File: src/pkg/monitor_regs_map.vh
/*
  Command codes, bit positions, reset values and timing counts of the
  monitor's configuration and status bytes.
  Assumes it is included by bare name from the design files.
*/
`ifndef MONITOR_REGS_MAP_VH
`define MONITOR_REGS_MAP_VH

// ----------------------------------------------------------------------
// command codes
// ----------------------------------------------------------------------
`define CMD_READ_STATUS_ONE     8'h02
`define CMD_READ_CONFIG_ONE     8'h03
`define CMD_WRITE_CONFIG_ONE    8'h09
`define CMD_READ_STATUS_TWO     8'h32
`define CMD_READ_CONFIG_TWO     8'h33
`define CMD_WRITE_CONFIG_TWO    8'h34

// ----------------------------------------------------------------------
// reset values
// ----------------------------------------------------------------------
`define CONFIG_ONE_RESET        8'h00
`define CONFIG_TWO_RESET        8'h00
`define UNMAPPED_READ_VALUE     8'h00

// ----------------------------------------------------------------------
// configuration byte one fields
// ----------------------------------------------------------------------
`define CFG1_MASK_ALL           7
`define CFG1_STANDBY            6
`define CFG1_MASK_REMOTE_ONE    5
`define CFG1_MASK_REMOTE_TWO    4
`define CFG1_MASK_INPUT_THREE   3
`define CFG1_MASK_INPUT_TWO     2
`define CFG1_MASK_INPUT_ONE     1
`define CFG1_MASK_SUPPLY        0

// ----------------------------------------------------------------------
// configuration byte two fields
// ----------------------------------------------------------------------
`define CFG2_SKIP_REMOTE_ONE    7
`define CFG2_SKIP_REMOTE_TWO    6
`define CFG2_SKIP_INTERNAL      5
`define CFG2_SKIP_INPUT_THREE   4
`define CFG2_SKIP_INPUT_TWO     3
`define CFG2_SKIP_INPUT_ONE     2
`define CFG2_SKIP_SUPPLY        1
`define CFG2_RESERVED           0

// ----------------------------------------------------------------------
// status byte one fields
// ----------------------------------------------------------------------
`define ST1_BUSY                7
`define ST1_INTERNAL_HIGH       6
`define ST1_INTERNAL_LOW        5
`define ST1_REMOTE_ONE_HIGH     4
`define ST1_REMOTE_ONE_LOW      3
`define ST1_REMOTE_ONE_DIODE    2
`define ST1_REMOTE_TWO_HIGH     1
`define ST1_REMOTE_TWO_LOW      0

// ----------------------------------------------------------------------
// status byte two fields
// ----------------------------------------------------------------------
`define ST2_INTERNAL_OVER       7
`define ST2_REMOTE_ONE_OVER     6
`define ST2_REMOTE_TWO_OVER     5
`define ST2_REMOTE_TWO_DIODE    4
`define ST2_INPUT_THREE         3
`define ST2_INPUT_TWO           2
`define ST2_INPUT_ONE           1
`define ST2_SUPPLY              0

// ----------------------------------------------------------------------
// conversion timing, in mclk cycles
// ----------------------------------------------------------------------
`define CONVERSION_CYCLES       16'h0100
`define IDLE_GAP_CYCLES         16'h0400

`endif

File: src/logic/monitor_config_status_regs.v
/*
  Configuration and status bytes of the temperature and voltage monitor,
  with alert and over-temperature outputs and the conversion sequencer.
  Assumes the serial front end turns each command into a one-cycle
  read or write strobe with its command code, and that trip, fault and
  over-limit inputs come from comparator logic on mclk.
  Diode faults are live levels and never raise the alert output.
*/
`timescale 1ns/1ps
`default_nettype none
`include "monitor_regs_map.vh"

module monitor_config_status_regs #(
  parameter CONV_COUNT = `CONVERSION_CYCLES,
  parameter IDLE_COUNT = `IDLE_GAP_CYCLES
) (
  input  wire       mclk,
  input  wire       reset,
  input  wire [7:0] reg_addr,
  input  wire       reg_write,
  input  wire       reg_read,
  input  wire [7:0] reg_wdata,
  output reg  [7:0] reg_rdata,
  input  wire       internal_high_trip,
  input  wire       internal_low_trip,
  input  wire       remote_one_high_trip,
  input  wire       remote_one_low_trip,
  input  wire       remote_two_high_trip,
  input  wire       remote_two_low_trip,
  input  wire       remote_one_diode_fault,
  input  wire       remote_two_diode_fault,
  input  wire       internal_over_limit,
  input  wire       remote_one_over_limit,
  input  wire       remote_two_over_limit,
  input  wire       input_three_window_trip,
  input  wire       input_two_window_trip,
  input  wire       input_one_window_trip,
  input  wire       supply_window_trip,
  output reg        alert_n,
  output reg        overtemp_output_n,
  output wire       standby,
  output wire       busy,
  output wire [2:0] conv_channel,
  output wire       conv_start
);

  // ----------------------------------------------------------------------
  // configuration bytes
  // ----------------------------------------------------------------------
  reg [7:0] alert_mask_and_standby_config;
  reg [7:0] measurement_disable_config;
  wire      write_config_one;
  wire      write_config_two;
  wire [7:0] next_config_two;

  // writes to read-only or unknown codes fall through both decodes
  assign write_config_one = reg_write && (reg_addr == `CMD_WRITE_CONFIG_ONE);
  assign write_config_two = reg_write && (reg_addr == `CMD_WRITE_CONFIG_TWO);

  // reserved bit is held at zero whatever the host writes
  assign next_config_two = {reg_wdata[7:1], 1'b0};

  always @(posedge mclk or posedge reset) begin
    if (reset) begin
      alert_mask_and_standby_config <= `CONFIG_ONE_RESET;
    end else if (write_config_one) begin
      alert_mask_and_standby_config <= reg_wdata;
    end
  end

  always @(posedge mclk or posedge reset) begin
    if (reset) begin
      measurement_disable_config <= `CONFIG_TWO_RESET;
    end else if (write_config_two) begin
      measurement_disable_config <= next_config_two;
    end
  end

  wire       mask_all;
  wire       mask_r1;
  wire       mask_r2;
  wire [3:0] mask_volt;

  assign mask_all  = alert_mask_and_standby_config[`CFG1_MASK_ALL];
  assign mask_r1   = alert_mask_and_standby_config[`CFG1_MASK_REMOTE_ONE];
  assign mask_r2   = alert_mask_and_standby_config[`CFG1_MASK_REMOTE_TWO];
  // same order as volt_flags: in3, in2, in1, supply
  assign mask_volt = {alert_mask_and_standby_config[`CFG1_MASK_INPUT_THREE],
                      alert_mask_and_standby_config[`CFG1_MASK_INPUT_TWO],
                      alert_mask_and_standby_config[`CFG1_MASK_INPUT_ONE],
                      alert_mask_and_standby_config[`CFG1_MASK_SUPPLY]};

  assign standby = alert_mask_and_standby_config[`CFG1_STANDBY];

  // ----------------------------------------------------------------------
  // conversion sequencer
  // ----------------------------------------------------------------------
  wire [6:0] skip;
  wire       skip_internal;
  wire       skip_remote_one;
  wire       skip_remote_two;
  wire       skip_supply;
  wire       skip_input_one;
  wire       skip_input_two;
  wire       skip_input_three;

  assign skip_internal    = measurement_disable_config[`CFG2_SKIP_INTERNAL];
  assign skip_remote_one  = measurement_disable_config[`CFG2_SKIP_REMOTE_ONE];
  assign skip_remote_two  = measurement_disable_config[`CFG2_SKIP_REMOTE_TWO];
  assign skip_supply      = measurement_disable_config[`CFG2_SKIP_SUPPLY];
  assign skip_input_one   = measurement_disable_config[`CFG2_SKIP_INPUT_ONE];
  assign skip_input_two   = measurement_disable_config[`CFG2_SKIP_INPUT_TWO];
  assign skip_input_three = measurement_disable_config[`CFG2_SKIP_INPUT_THREE];

  // a skip change lands at the next channel step, not mid-conversion;
  // the sequencer only paces, the readings come from outside
  // channel order: internal, remote one, remote two, supply, in1, in2, in3
  assign skip = {skip_input_three, skip_input_two, skip_input_one, skip_supply,
                 skip_remote_two, skip_remote_one, skip_internal};

  conversion_sequencer #(
    .CHANNELS   (7),
    .CONV_COUNT (CONV_COUNT),
    .IDLE_COUNT (IDLE_COUNT)
  ) sequencer (
    .mclk          (mclk),
    .reset         (reset),
    .run           (~standby),
    .skip          (skip),
    .busy          (busy),
    .channel       (conv_channel),
    .channel_start (conv_start)
  );

  // ----------------------------------------------------------------------
  // latched trip flags
  // ----------------------------------------------------------------------
  wire read_status_one = reg_read && (reg_addr == `CMD_READ_STATUS_ONE);
  wire read_status_two = reg_read && (reg_addr == `CMD_READ_STATUS_TWO);
  wire [5:0] temp_flags;
  wire [3:0] volt_flags;
  wire [5:0] temp_trips;
  wire [3:0] volt_trips;

  // ----------------------------------------------------------------------
  // trip inputs
  // ----------------------------------------------------------------------
  // masks never stop latching, so a read shows trips hidden from alert
  assign temp_trips = {internal_high_trip, internal_low_trip,
                       remote_one_high_trip, remote_one_low_trip,
                       remote_two_high_trip, remote_two_low_trip};
  assign volt_trips = {input_three_window_trip, input_two_window_trip,
                       input_one_window_trip, supply_window_trip};

  // temp_flags order: int high, int low, high, low, high, low
  sticky_flags #(
    .WIDTH (6)
  ) temp_latch (
    .mclk  (mclk),
    .reset (reset),
    .set   (temp_trips),
    .clear (read_status_one),
    .flags (temp_flags)
  );

  // volt_flags order: in3, in2, in1, supply
  sticky_flags #(
    .WIDTH (4)
  ) volt_latch (
    .mclk  (mclk),
    .reset (reset),
    .set   (volt_trips),
    .clear (read_status_two),
    .flags (volt_flags)
  );

  // ----------------------------------------------------------------------
  // status byte images
  // ----------------------------------------------------------------------
  wire [7:0] temperature_alert_status;
  wire [7:0] overtemp_voltage_alert_status;

  assign temperature_alert_status[`ST1_BUSY] = busy;
  assign temperature_alert_status[`ST1_INTERNAL_HIGH] = temp_flags[5];
  assign temperature_alert_status[`ST1_INTERNAL_LOW] = temp_flags[4];
  assign temperature_alert_status[`ST1_REMOTE_ONE_HIGH] = temp_flags[3];
  assign temperature_alert_status[`ST1_REMOTE_ONE_LOW] = temp_flags[2];
  assign temperature_alert_status[`ST1_REMOTE_ONE_DIODE] = remote_one_diode_fault;
  assign temperature_alert_status[`ST1_REMOTE_TWO_HIGH] = temp_flags[1];
  assign temperature_alert_status[`ST1_REMOTE_TWO_LOW] = temp_flags[0];

  // ----------------------------------------------------------------------
  // status byte two: upper half live, lower half latched
  // ----------------------------------------------------------------------
  assign overtemp_voltage_alert_status[`ST2_INTERNAL_OVER] = internal_over_limit;
  assign overtemp_voltage_alert_status[`ST2_REMOTE_ONE_OVER] = remote_one_over_limit;
  assign overtemp_voltage_alert_status[`ST2_REMOTE_TWO_OVER] = remote_two_over_limit;
  assign overtemp_voltage_alert_status[`ST2_REMOTE_TWO_DIODE] = remote_two_diode_fault;
  assign overtemp_voltage_alert_status[`ST2_INPUT_THREE] = volt_flags[3];
  assign overtemp_voltage_alert_status[`ST2_INPUT_TWO] = volt_flags[2];
  assign overtemp_voltage_alert_status[`ST2_INPUT_ONE] = volt_flags[1];
  assign overtemp_voltage_alert_status[`ST2_SUPPLY] = volt_flags[0];

  // ----------------------------------------------------------------------
  // read port
  // ----------------------------------------------------------------------
  reg [7:0] read_value;

  // unknown codes read back as zero rather than the last byte
  always @* begin
    case (reg_addr)
      `CMD_READ_STATUS_ONE: read_value = temperature_alert_status;
      `CMD_READ_CONFIG_ONE: read_value = alert_mask_and_standby_config;
      `CMD_READ_STATUS_TWO: read_value = overtemp_voltage_alert_status;
      `CMD_READ_CONFIG_TWO: read_value = measurement_disable_config;
      default:              read_value = `UNMAPPED_READ_VALUE;
    endcase
  end

  // ----------------------------------------------------------------------
  // read data register
  // ----------------------------------------------------------------------
  // the byte is captured on the same edge that clears its latches
  always @(posedge mclk or posedge reset) begin
    if (reset) begin
      reg_rdata <= `UNMAPPED_READ_VALUE;
    end else if (reg_read) begin
      reg_rdata <= read_value;
    end
  end

  // ----------------------------------------------------------------------
  // alert and over-temperature outputs
  // ----------------------------------------------------------------------
  reg        next_alert;
  reg        next_overtemp;
  wire       internal_alert;
  wire       remote_one_alert;
  wire       remote_two_alert;
  wire [3:0] voltage_alert;
  wire       internal_overtemp_cause;
  wire       remote_one_overtemp_cause;
  wire       remote_two_overtemp_cause;

  // internal temperature trips have no mask of their own
  assign internal_alert   = temp_flags[5] | temp_flags[4];
  assign remote_one_alert = (temp_flags[3] | temp_flags[2]) & ~mask_r1;
  assign remote_two_alert = (temp_flags[1] | temp_flags[0]) & ~mask_r2;
  // voltage masks block only alert, never overtemp
  assign voltage_alert    = volt_flags & ~mask_volt;

  // internal overtemp cannot be masked: it is the last line of defence
  assign internal_overtemp_cause   = internal_over_limit;
  assign remote_one_overtemp_cause = remote_one_over_limit & ~mask_r1;
  assign remote_two_overtemp_cause = remote_two_over_limit & ~mask_r2;

  always @* begin
    next_alert = internal_alert | remote_one_alert | remote_two_alert | (|voltage_alert);
    next_alert = next_alert & ~mask_all;
    next_overtemp = internal_overtemp_cause
                  | remote_one_overtemp_cause
                  | remote_two_overtemp_cause;
  end

  // registered so the pins never glitch while masks are rewritten
  always @(posedge mclk or posedge reset) begin
    if (reset) begin
      alert_n <= 1'b1;
    end else begin
      alert_n <= ~next_alert;
    end
  end

  always @(posedge mclk or posedge reset) begin
    if (reset) begin
      overtemp_output_n <= 1'b1;
    end else begin
      overtemp_output_n <= ~next_overtemp;
    end
  end

endmodule

`default_nettype wire

File: src/logic/sticky_flags.v
/*
  A group of sticky flags: hardware sets, a read of the whole byte clears.
  Assumes set and clear come from logic on the same clock.
*/
`timescale 1ns/1ps
`default_nettype none

module sticky_flags #(
  parameter WIDTH = 4
) (
  input  wire             mclk,
  input  wire             reset,
  input  wire [WIDTH-1:0] set,
  input  wire             clear,
  output reg  [WIDTH-1:0] flags
);

  // a trip landing in the clearing cycle survives the clear
  always @(posedge mclk or posedge reset) begin
    if (reset) begin
      flags <= {WIDTH{1'b0}};
    end else if (clear) begin
      flags <= set;
    end else begin
      flags <= flags | set;
    end
  end

endmodule

`default_nettype wire

File: src/logic/conversion_sequencer.v
/*
  Autonomous conversion sequencer: walks the seven measurement channels,
  skipping disabled ones, then rests for an idle gap and starts again.
  Channel order: 0 internal, 1 remote one, 2 remote two, 3 supply,
  4 input one, 5 input two, 6 input three.
  Assumes run and skip come from registers on the same clock.
*/
`timescale 1ns/1ps
`default_nettype none
`include "monitor_regs_map.vh"

module conversion_sequencer #(
  parameter CHANNELS   = 7,
  parameter CONV_COUNT = `CONVERSION_CYCLES,
  parameter IDLE_COUNT = `IDLE_GAP_CYCLES
) (
  input  wire                mclk,
  input  wire                reset,
  input  wire                run,
  input  wire [CHANNELS-1:0] skip,
  output reg                 busy,
  output reg  [2:0]          channel,
  output reg                 channel_start
);

  localparam IDLE = 1'b0;
  localparam CONV = 1'b1;

  reg        state;
  reg [15:0] count;
  reg        found;
  reg [2:0]  next_channel;
  integer    i;

  // next enabled channel above the current one, or the first when idle
  always @* begin
    found        = 1'b0;
    next_channel = 3'h0;
    for (i = CHANNELS - 1; i >= 0; i = i - 1) begin
      if (!skip[i] && (state == IDLE || i > channel)) begin
        found        = 1'b1;
        next_channel = i[2:0];
      end
    end
  end

  always @(posedge mclk or posedge reset) begin
    if (reset) begin
      state         <= IDLE;
      count         <= 16'h0000;
      busy          <= 1'b0;
      channel       <= 3'h0;
      channel_start <= 1'b0;
    end else begin
      channel_start <= 1'b0;
      if (!run) begin
        // standby stops a conversion in flight, no waiting for its end
        state <= IDLE;
        count <= 16'h0000;
        busy  <= 1'b0;
      end else begin
        case (state)
          IDLE: begin
            if (count != 16'h0000) begin
              count <= count - 16'h0001;
            end else if (found) begin
              state         <= CONV;
              channel       <= next_channel;
              channel_start <= 1'b1;
              busy          <= 1'b1;
              count         <= CONV_COUNT[15:0] - 16'h0001;
            end
          end
          CONV: begin
            if (count != 16'h0000) begin
              count <= count - 16'h0001;
            end else if (found) begin
              channel       <= next_channel;
              channel_start <= 1'b1;
              count         <= CONV_COUNT[15:0] - 16'h0001;
            end else begin
              state <= IDLE;
              busy  <= 1'b0;
              count <= IDLE_COUNT[15:0];
            end
          end
          default: begin
            state <= IDLE;
            busy  <= 1'b0;
          end
        endcase
      end
    end
  end

endmodule

`default_nettype wire

File: config.mk
export PLATFORM = sky130hd
export DESIGN_NAME = monitor_config_status_regs
export DESIGN_NICKNAME = d
export VERILOG_FILES = /design/src/logic/monitor_config_status_regs.v /design/src/logic/sticky_flags.v /design/src/logic/conversion_sequencer.v
export VERILOG_INCLUDE_DIRS = /design/src /design/src/pkg
export SDC_FILE = /design/constraint.sdc
export NUM_CORES = 1
export LEC_CHECK = 0
export ABC_AREA = 1
export BUFFER_PORTS_ARGS = -buffer_cell sky130_fd_sc_hd__buf_4
export CELL_PAD_IN_SITES_DETAIL_PLACEMENT = 1
export CELL_PAD_IN_SITES_GLOBAL_PLACEMENT = 2
export CORE_ASPECT_RATIO = 1.1
export CORE_UTILIZATION = 29
export CTS_CLUSTER_SIZE = 16
export DETAILED_ROUTE_END_ITERATION = 10
export GPL_TIMING_DRIVEN = 0
export PLACE_DENSITY_LB_ADDON = 0.1
export SYNTH_ARGS = -nofsm -noshare
export SYNTH_HDL_FRONTEND = slang
export SYNTH_SLANG_ARGS = --single-unit
File: constraint.sdc
create_clock -name mclk -period 4 [get_ports mclk]
set_input_delay 0.6 -clock mclk [delete_from_list [all_inputs] [get_ports mclk]]
set_output_delay 0.6 -clock mclk [all_outputs]
set_load 0.01 [all_outputs]
# After elaboration in Yosys (flattened, before gate mapping)
# Cells that the tools add are included.
dict set report totals {
  register_bits 57
}
dict set report classes {
  n_addsub 1
  magnitude_cmp 6
  n_eq_ne 11
  muxes 37
  bitwise 25
  n_reduce_logical 28
}
# op count
set ops {}
lappend ops {{16-bit two-way mux} 4}
lappend ops {{16-bit one-hot mux with 2 select lines} 1}
lappend ops {{8-bit one-hot mux with 4 select lines} 1}
lappend ops {{3-bit two-way mux} 9}
lappend ops {{8-bit by 6-bit == test with 1-bit output (second input constant)} 3}
lappend ops {{1-bit two-way mux} 17}
lappend ops {{8-bit by 2-bit == test with 1-bit output (second input constant)} 2}
lappend ops {{16-bit nonzero test} 1}
lappend ops {{16-bit by 1-bit subtractor with 16-bit output (second input constant)} 1}
lappend ops {{1-bit logical AND} 11}
lappend ops {{11-bit two-way mux} 1}
lappend ops {{3-bit greater-than comparator (first input constant)} 3}
lappend ops {{3-bit != test (second input constant)} 3}
lappend ops {{8-bit by 4-bit == test with 1-bit output (second input constant)} 1}
lappend ops {{1-bit inverter} 8}
lappend ops {{1-bit bitwise OR} 8}
lappend ops {{1-bit logical NOT} 7}
lappend ops {{2-bit by 3-bit greater-than comparator with 1-bit output (first input constant)} 2}
lappend ops {{1-bit logical OR} 6}
lappend ops {{6-bit two-way mux} 1}
lappend ops {{6-bit bitwise OR} 1}
lappend ops {{1-bit AND} 5}
lappend ops {{4-bit AND} 1}
lappend ops {{4-bit two-way mux} 1}
lappend ops {{9 further kinds} 10}

# Logic depth before layout (Yosys ltp)
# Gate-level depths: netlist of run 1.
dict set report logic_depth {
  depth_word 14
  mapped_depth 11
  ltp_nobuf 10
}

# Hierarchy
# A second synthesis of run 1 with hierarchy kept.
dict set report hier_totals {
  cells_unflattened 421
  hier_area_um2 3374.5
}
# module instances cells_each area_per_inst_um2 seq_area_each_um2
set by_module_without_submodules {}
lappend by_module_without_submodules {monitor_config_status_regs 1 184 1500.2 628.1}
lappend by_module_without_submodules {conversion_sequencer 1 193 1496.4 550.5}
lappend by_module_without_submodules {{sticky_flags (temp_latch)} 1 26 225.2 150.1}
lappend by_module_without_submodules {{sticky_flags (volt_latch)} 1 18 152.6 100.1}

# Least setup slack after synthesis of run 1
# Ideal clock, no wire load.
dict set report synth_path {
  kind {input to register}
  start {in reg_read}
  end {reg volt_latch.flags[0]}
  setup_time_ns 0.138
  arrival_time_ns 1.504
  required_ns 3.862
  path_slack_ns 2.358
  cell_stages 5
  n_path_buf 2
  path_cell_list {buf_2 inv_1 buf_2 nor4_1 o21bai_1}
}
dict set report synth_via {
  elab_chain_cells 2
}
# element line
set synth_lines {}
lappend synth_lines {{start, declared} monitor_config_status_regs.v:21} ;# input wire reg_read,
lappend synth_lines {{1-bit logical AND} monitor_config_status_regs.v:139} ;# wire read_status_two = reg_read && (reg_addr == `CMD_READ_STATUS_TWO);
lappend synth_lines {{4-bit two-way mux} sticky_flags.v:22} ;# end else if (clear) begin
lappend synth_lines {{end signal, assigned} sticky_flags.v:21} ;# flags <= {WIDTH{1'b0}};
lappend synth_lines {{end signal, assigned} sticky_flags.v:23} ;# flags <= set;
lappend synth_lines {{end signal, assigned} sticky_flags.v:25} ;# flags <= flags | set;
lappend synth_lines {{end, declared} sticky_flags.v:15} ;# output reg [WIDTH-1:0] flags
# No other way between the ends.
# A chain may end at the register's enable or synchronous reset.

# Worst setup path in the final report of run 1
dict set report layout_path {
  start {in reg_addr[7]}
  end {reg temp_latch.flags[2]}
}
dict set report layout_via {
  elab_chain_cells 3
}
# element line
set layout_lines {}
lappend layout_lines {{start, declared} monitor_config_status_regs.v:19} ;# input wire [7:0] reg_addr,
lappend layout_lines {{8-bit by 2-bit == test with 1-bit output} --}
lappend layout_lines {{1-bit logical AND} monitor_config_status_regs.v:138} ;# wire read_status_one = reg_read && (reg_addr == `CMD_READ_STATUS_ONE);
lappend layout_lines {{6-bit two-way mux} sticky_flags.v:22}
lappend layout_lines {{end signal, assigned} sticky_flags.v:21}
lappend layout_lines {{end signal, assigned} sticky_flags.v:23}
lappend layout_lines {{end signal, assigned} sticky_flags.v:25}
lappend layout_lines {{end, declared} sticky_flags.v:15}
# No other way between the ends.

==> results by group, run 1 <==
Outcome
  • Status: finished, final reports clean

Synth
  • Synth unique cells: 34
  • Register area share after synthesis: 0.477
  • Mean Syn Cell Area: between 7 and 8 µm²
  • Synth top area cells: dfrtp_1 (46%), nand2_1 (14%), inv_1 (6.0%)
  • FF+latch count, synth: 57
  • Syn Nets: 420
  • Synthesized cell area: 3000 µm²
  • Yosys top cell area share: 0.459
  • Yosys top cell by area: dfrtp_1
  • Post-Syn Instances: about 380
  • Synth Warn #: 0

Drt
  • TritonRoute pass-1 iters: 4
  • Drt drc: 0
  • Routed WL: between 8 and 9 mm
  • Wire per inst: approximately 15 µm
  • Post-route ant nets: 0
  • Vias: between 2000 and 3000
  • Drt first-iter violations: between 60 and 70
  • Vias per cell: around 4.8

Die
  • Core Region: just under 10000 µm²
  • Initial core utilization: 0.302
  • Die height: approximately 110 µm
  • I/O pins: 51
  • Num rows: 38
  • Die Area: ~11000 µm²
  • Die X: approximately 99 µm

Power and ir drop
  • Sequential Power Share: 0.420
  • Sw Share: 0.317
  • Maximum VDD drop: 176 µV
  • Internal power: around 1200 µW
  • Pwr dens: 469 nW/µm²
  • Leak: ~0.0020 µW
  • Net Switching: 557 µW
  • Logic pwr share: 0.233
  • Clock group share of total power: 0.347

Place
  • Port-buffer cells: between 40 and 50
  • Dpl ws: 1830 ps
  • RD Place Congestion: about 0.76
  • Area after DPL: about 3500 µm²
  • HPWL Detailed: between 6 and 7 mm

STA
  • Slew headroom: 0.217
  • Final clock period utilization by the worst path: 0.458
  • Tmin final: roughly 1800 ps
  • Final setup fails: 0
  • RSZ-0062 raised after global routing: false
  • Worst setup margin: between 2000 and 2500 ps
  • Max-slew violation count: 0
  • Final hold viol count: 0
  • Worst-Margin Slew: 1160 ps
  • Final Skew: ~11 ps
  • Fmax: roughly 0.55 GHz
  • Setup TNS: 0 ps

Critical path
  • Worst setup SP type: input port
  • Crit Path Max Fanout: 6
  • Worst setup path class: in -> reg
  • Worst EP required: between 4000 and 5000 ps
  • Worst Setup End Kind: flop
  • Arr. time, crit path: 2020 ps

Clock tree
  • H-tree Lvls: 3
  • TritonCTS clock tree: built
  • TritonCTS Buffers: 9
  • # Post-CTS Setup Buffers: 0
  • Clock buffer depth: 2
  • # clock sinks: 57
  • Clock Latency Late Sink: around 350 ps
  • Post-cts resize count: 0
  • Root buffer cell: clkbuf_8
  • CTS Hold Bufs: 0
  • Clock transition at path regs: ~70 ps

Global route
  • Initial antenna violation count: 0
  • Vias in the first global route: 2940
  • Largest net degree at the start of global routing: 40
  • Grt ovf: 0
  • Tot GR Track Use: 0.186
  • First-pass GRT wire length: 15.1 mm

Layout
  • Post-layout nets: roughly 480
  • Share of cells above drive strength 1: 0.205
  • Ant diodes: 0
  • Final Instance Area: ~3700 µm²
  • Final core utilization: 0.377
  • Most common cell after layout, fill and taps aside: nand2_1
  • Most frequent cells in the layout: nand2_1 (115), dfrtp_1 (55), buf_4 (51), inv_1 (47), nor2_1 (33)
  • Area Overhead vs Synth: 25.1%

Min path
  • Hold WC Path Type: in -> async

Flow run
  • Max-cap violations: 0
## synth_stat cells, drive strengths merged
cell,n
a21oi,8
a221oi,1
a22oi,1
and3,1
buf,5
clkbuf,2
dfrtp,55
dfstp,2
ha,2
inv,49
nand2,119
nand3,20
nand3b,1
nand4,11
nor2,36
nor3,10
nor3b,1
nor4,6
o21ai,27
o21bai,13
o22ai,3
o31ai,1
or2,2
xnor2,3
xor2,4
## final timing paths
check                                startpoint                   to  slack (ps)  cells after the start
setup / recovery                    reg_addr[7]  temp_latch.flags[2]        2170                      5
hold / removal                            reset   sequencer.count[9]         270                      2
setup reg to reg           sequencer.channel[2]   sequencer.count[0]        2190                      9
hold reg to reg                    reg_rdata[1]         reg_rdata[1]         490                      2
max in group asynchronous                 reset              alert_n        3100                      3
min in group mclk           internal_over_limit    overtemp_output_n         410                      2
## power by group through the flow
stage                     Combinational [µW]  Clock, µW  Sequential (µW)
after detailed placement                 416          0              751
after global placement                   404          0              748
after CTS                                419        626              741
final                                    410        609              738
after global routing                     487        652              753
after floorplan                          290          0              731
## layout make-up
| type | count | area, µm² |
|---|---|---|
| well taps | 120 | 150 |
| multi-input cells | 270 | 1340 |
| clock inverters | 3 | 65.1 |
| plain buffers | 7 | 43.8 |
| flip-flops and latches | 57 | 1430 |
| fillers | 1217 | 6190 |
| clock buffers | 13 | 149 |
| inverters | 49 | 184 |
| repair buffers | 50 | 388 |
## sequential cells by signal (all words and copies together), names as in the netlist
name / cells
sequencer.count: 16
alert_mask_and_standby_config: 8
reg_rdata: 8
measurement_disable_config: 7
temp_latch.flags: 6
volt_latch.flags: 4
sequencer.channel: 3
alert_n: 1
overtemp_output_n: 1
sequencer.busy: 1
sequencer.channel_start: 1
sequencer.state: 1
## worst max-delay path: stages
cell	delay [ps]
buf_4	110
nor2_2	160
nand2_1	140
nor4_1	900
o21bai_1	110
## logic make-up after synthesis
group,after synthesis,synth area share
compound gates,54,0.115
xor+xnor,7,0.0205
buf+inv,56,0.0760
fa+ha+maj,2,0.00835
flops,57,0.477
simple gates,207,0.303
## metrics by stage
| step | hold WS (ps) | total power [µW] | std cells |
|---|---|---|---|
| after floorplan | 460 | 1020 | 383 |
| after global placement | 473 | 1150 | 552 |
| after detailed placement | 471 | 1170 | 553 |
| after CTS | 284 | 1790 | 569 |
| after global routing | 296 | 1890 | 569 |
| final | 268 | 1760 | 569 |
## layer usage
layer  global-route usage  part of all wire
met3               0.0282             0.021
met4               0.0757             0.016
met2                0.343              0.53
met5                    0                 0
met1                0.218              0.43
Note: power is estimated with default switching activity, not from simulation.
==> inputs of run 2 (changes only) <==
Clock period 4 ns to 1.9 ns, I/O delays scaled along.
==> run 2 against run 1 <==
Net effect: sequential power grew 110%; via count grew 0.11%; clock power grew 110%; highest routed layer unchanged; largest cell class unchanged; register-to-register slack lost 2000 ps; sequential cell count is the same; combinational power grew 110%.
==> results by group, run 2 (synthesized netlist as in run 1, its figures left out) <==
Layout
  • Post-layout nets: 482 (+0.21%)
  • Max reg flops: 16 (unchanged)
  • Most common cell after layout, fill and taps aside: nand2_1
  • Most frequent cells in the layout: nand2_1 (115), dfrtp_1 (54), buf_4 (50), inv_1 (46), nor2_1 (30)
  • Ant diodes: 0 (unchanged)
  • Most flops, register: sequencer.count
  • Area Overhead vs Synth: 26.3%
  • Cell Count, Final, Fillers Out: 570 (+0.18%)
  • Share of cells above drive strength 1: 0.218 (+0.0129)
  • Biggest regs: sequencer.count: 16 flops, alert_mask_and_standby_config: 8 flops, reg_rdata: 8 flops

Power and ir drop
  • Maximum VDD drop: 372 µV (+110%)
  • Net Switching: 1170 µW (+110%)
  • Leak: 0.00195 µW (-0.11%)
  • Pwr dens: 978 nW/µm² (+110%)
  • Power Total: 3700 µW (+110%)
  • Clock group share of total power: 0.346 (about the same)
  • Sequential Power Share: 0.420 (about the same)
  • Logic pwr share: 0.233 (about the same)
  • Sw Share: 0.317 (about the same)
  • Internal power: 2530 µW (+110%)

Drt
  • Post-route ant nets: 0 (unchanged)
  • Vias per cell: 4.76 (about the same)
  • Vias: 2715 (+0.11%)
  • Drt first-iter violations: 60 (-9.1%)
  • Wire per inst: 15.5 µm (+0.27%)
  • Routed WL: 8.84 mm (+0.44%)
  • TritonRoute pass-1 iters: 4 (unchanged)
  • Drt drc: 0 (unchanged)

Critical path
  • Arr. time, crit path: 1910 ps (-110 ps)
  • Reg-to-Reg Start: sequencer.count[5]
  • CP peak stage delay: 400 ps (-500 ps)
  • Worst r2r path cells: 10 (+1)
  • Slowest library cell on the worst path: dfrtp_1
  • Worst setup path class: reg -> reg
  • Delay-heaviest family, CP: simple AND/OR/NAND/NOR gates
  • Worst Setup End Kind: flop
  • Crit Path Max Fanout: 5 (-1)
  • Worst setup SP type: flop
  • Worst EP required: 2110 ps (-2080 ps)
  • Cell depth of the worst setup path: 10 (+5)
  • CP Buf/Inv Count: 1 (unchanged)
  • Cell Chain, Critical Path: nor2_2, inv_1, nor2_2, nand3_1, nor2_1, nand2_1, nor2_1, nand2_1, nand2_1, nor2_1
  • Crit path capture: sequencer.count[6]
  • Reg2reg setup slack: 200 ps (-1990 ps)
  • CP startpoint: sequencer.count[5]
  • RR Endpoint: sequencer.count[6]

Die
  • Die X: 98.9 µm (unchanged)
  • Core Region: 9940 µm² (unchanged)
  • Num rows: 38 (unchanged)
  • Die height: 109 µm (unchanged)
  • Die Area: 10700 µm² (unchanged)
  • I/O pins: 51 (unchanged)
  • Initial core utilization: 0.302 (unchanged)

STA
  • Hold_ws: 95.9 ps (-172 ps)
  • Setup TNS: 0 ps (unchanged)
  • Tmin final: approximately 1700 ps
  • Worst-Margin Slew: 1160 ps (-6.13 ps)
  • Fmax: 0.590 GHz
  • Final clock period utilization by the worst path: 0.893
  • Worst setup margin: 204 ps (-1970 ps)
  • Slew headroom: 0.221 (+0.00412)
  • Final setup fails: 0 (unchanged)
  • Max-slew violation count: 0 (unchanged)
  • Final hold viol count: 0 (unchanged)
  • RSZ-0062 raised after global routing: true
  • Final Skew: 11.4 ps (+0.0733 ps)

Clock tree
  • TritonCTS Buffers: 9 (unchanged)
  • Clock Latency Late Sink: 340 ps (about the same)
  • Clock buffer depth: 2 (unchanged)
  • # Post-CTS Setup Buffers: 0 (unchanged)
  • Clock transition at path regs: 70 ps (about the same)
  • Root buffer cell: clkbuf_8
  • TritonCTS clock tree: built
  • # clock sinks: 57 (unchanged)
  • H-tree Lvls: 3 (unchanged)

Place
  • RD Place Congestion: 0.758 (unchanged)
  • DP Cell Count: 553 (unchanged)
  • Dpl ws: 48.0 ps (-1780 ps)
  • HPWL Detailed: 6.80 mm (unchanged)
  • Port-buffer cells: 49 (unchanged)

Min path
  • Hold WC Path Type: in -> reg
  • Hold Path Origin: internal_over_limit
  • WHS Path Cells: 2

Global route
  • First-pass GRT wire length: 15.1 mm (+0.18%)
  • Initial antenna violation count: 0 (unchanged)
  • Vias in the first global route: 2952 (+0.41%)
  • Tot GR Track Use: 0.187 (+0.000278)
  • Largest net degree at the start of global routing: 40 (unchanged)
  • Grt ovf: 0 (unchanged)

Flow run
  • Max-cap violations: 0 (unchanged)

Outcome
  • Status: finished, final reports clean
-- run 2: stage by stage --
step	instance area, µm²	utilization
finish	3780	0.381
global route	3780	0.381
CTS	3760	0.378
detailed placement	3540	0.356
global placement	3520	0.354
floorplan	3000	-
-- run 2: what timing repair did --
| action | 4_1_cts | 5_1_grt |
|---|---|---|
| setup endpoints to repair | 0 | 12 |
| gates resized for setup | 0 | 9 |
| hold buffers | 1 | 0 |
| hold endpoints to repair | 18 | 0 |
-- run 2: final cells by class --
class,instances,area (µm²)
plain buffers,7,47.5
clock buffers,13,149
clock inverters,3,65.1
fillers,1214,6150
inverters,49,188
multi-input cells,270,1360
flip-flops and latches,57,1430
well taps,120,150
repair buffers,51,398
-- run 2: power groups by stage --
stage	logic, µW	clock network (µW)	registers [µW]
finish	864	1280	1560
global route	1030	1370	1590
CTS	884	1320	1560
detailed placement	877	0	1580
global placement	851	0	1580
floorplan	611	0	1540
-- run 2: worst min-delay path by stage --
stage                           to  slack (ps)
2_1_floorplan    overtemp_output_n         320
3_3_place_gp     overtemp_output_n         450
3_5_place_dp   sequencer.count[10]         350
4_1_cts          overtemp_output_n          80
5_1_grt          overtemp_output_n          80
6_report         overtemp_output_n         100
-- run 2: worst reg2reg max path, cell delays in order (launching register included) --
cell and delay, ps:
dfrtp_1 400, nor2_2 160, inv_1 80, nor2_2 150
nand3_1 140, nor2_1 110, nand2_1 130, nor2_1 110
nand2_1 150, nand2_1 100, nor2_1 50
-- run 2: routing by layer --
metal,wire length [µm],vias up,track usage
li1,-,1360,-
met1,3740,1299,0.218
met2,4690,41,0.344
met3,191,15,0.0282
met4,214,0,0.0757
met5,0,-,0
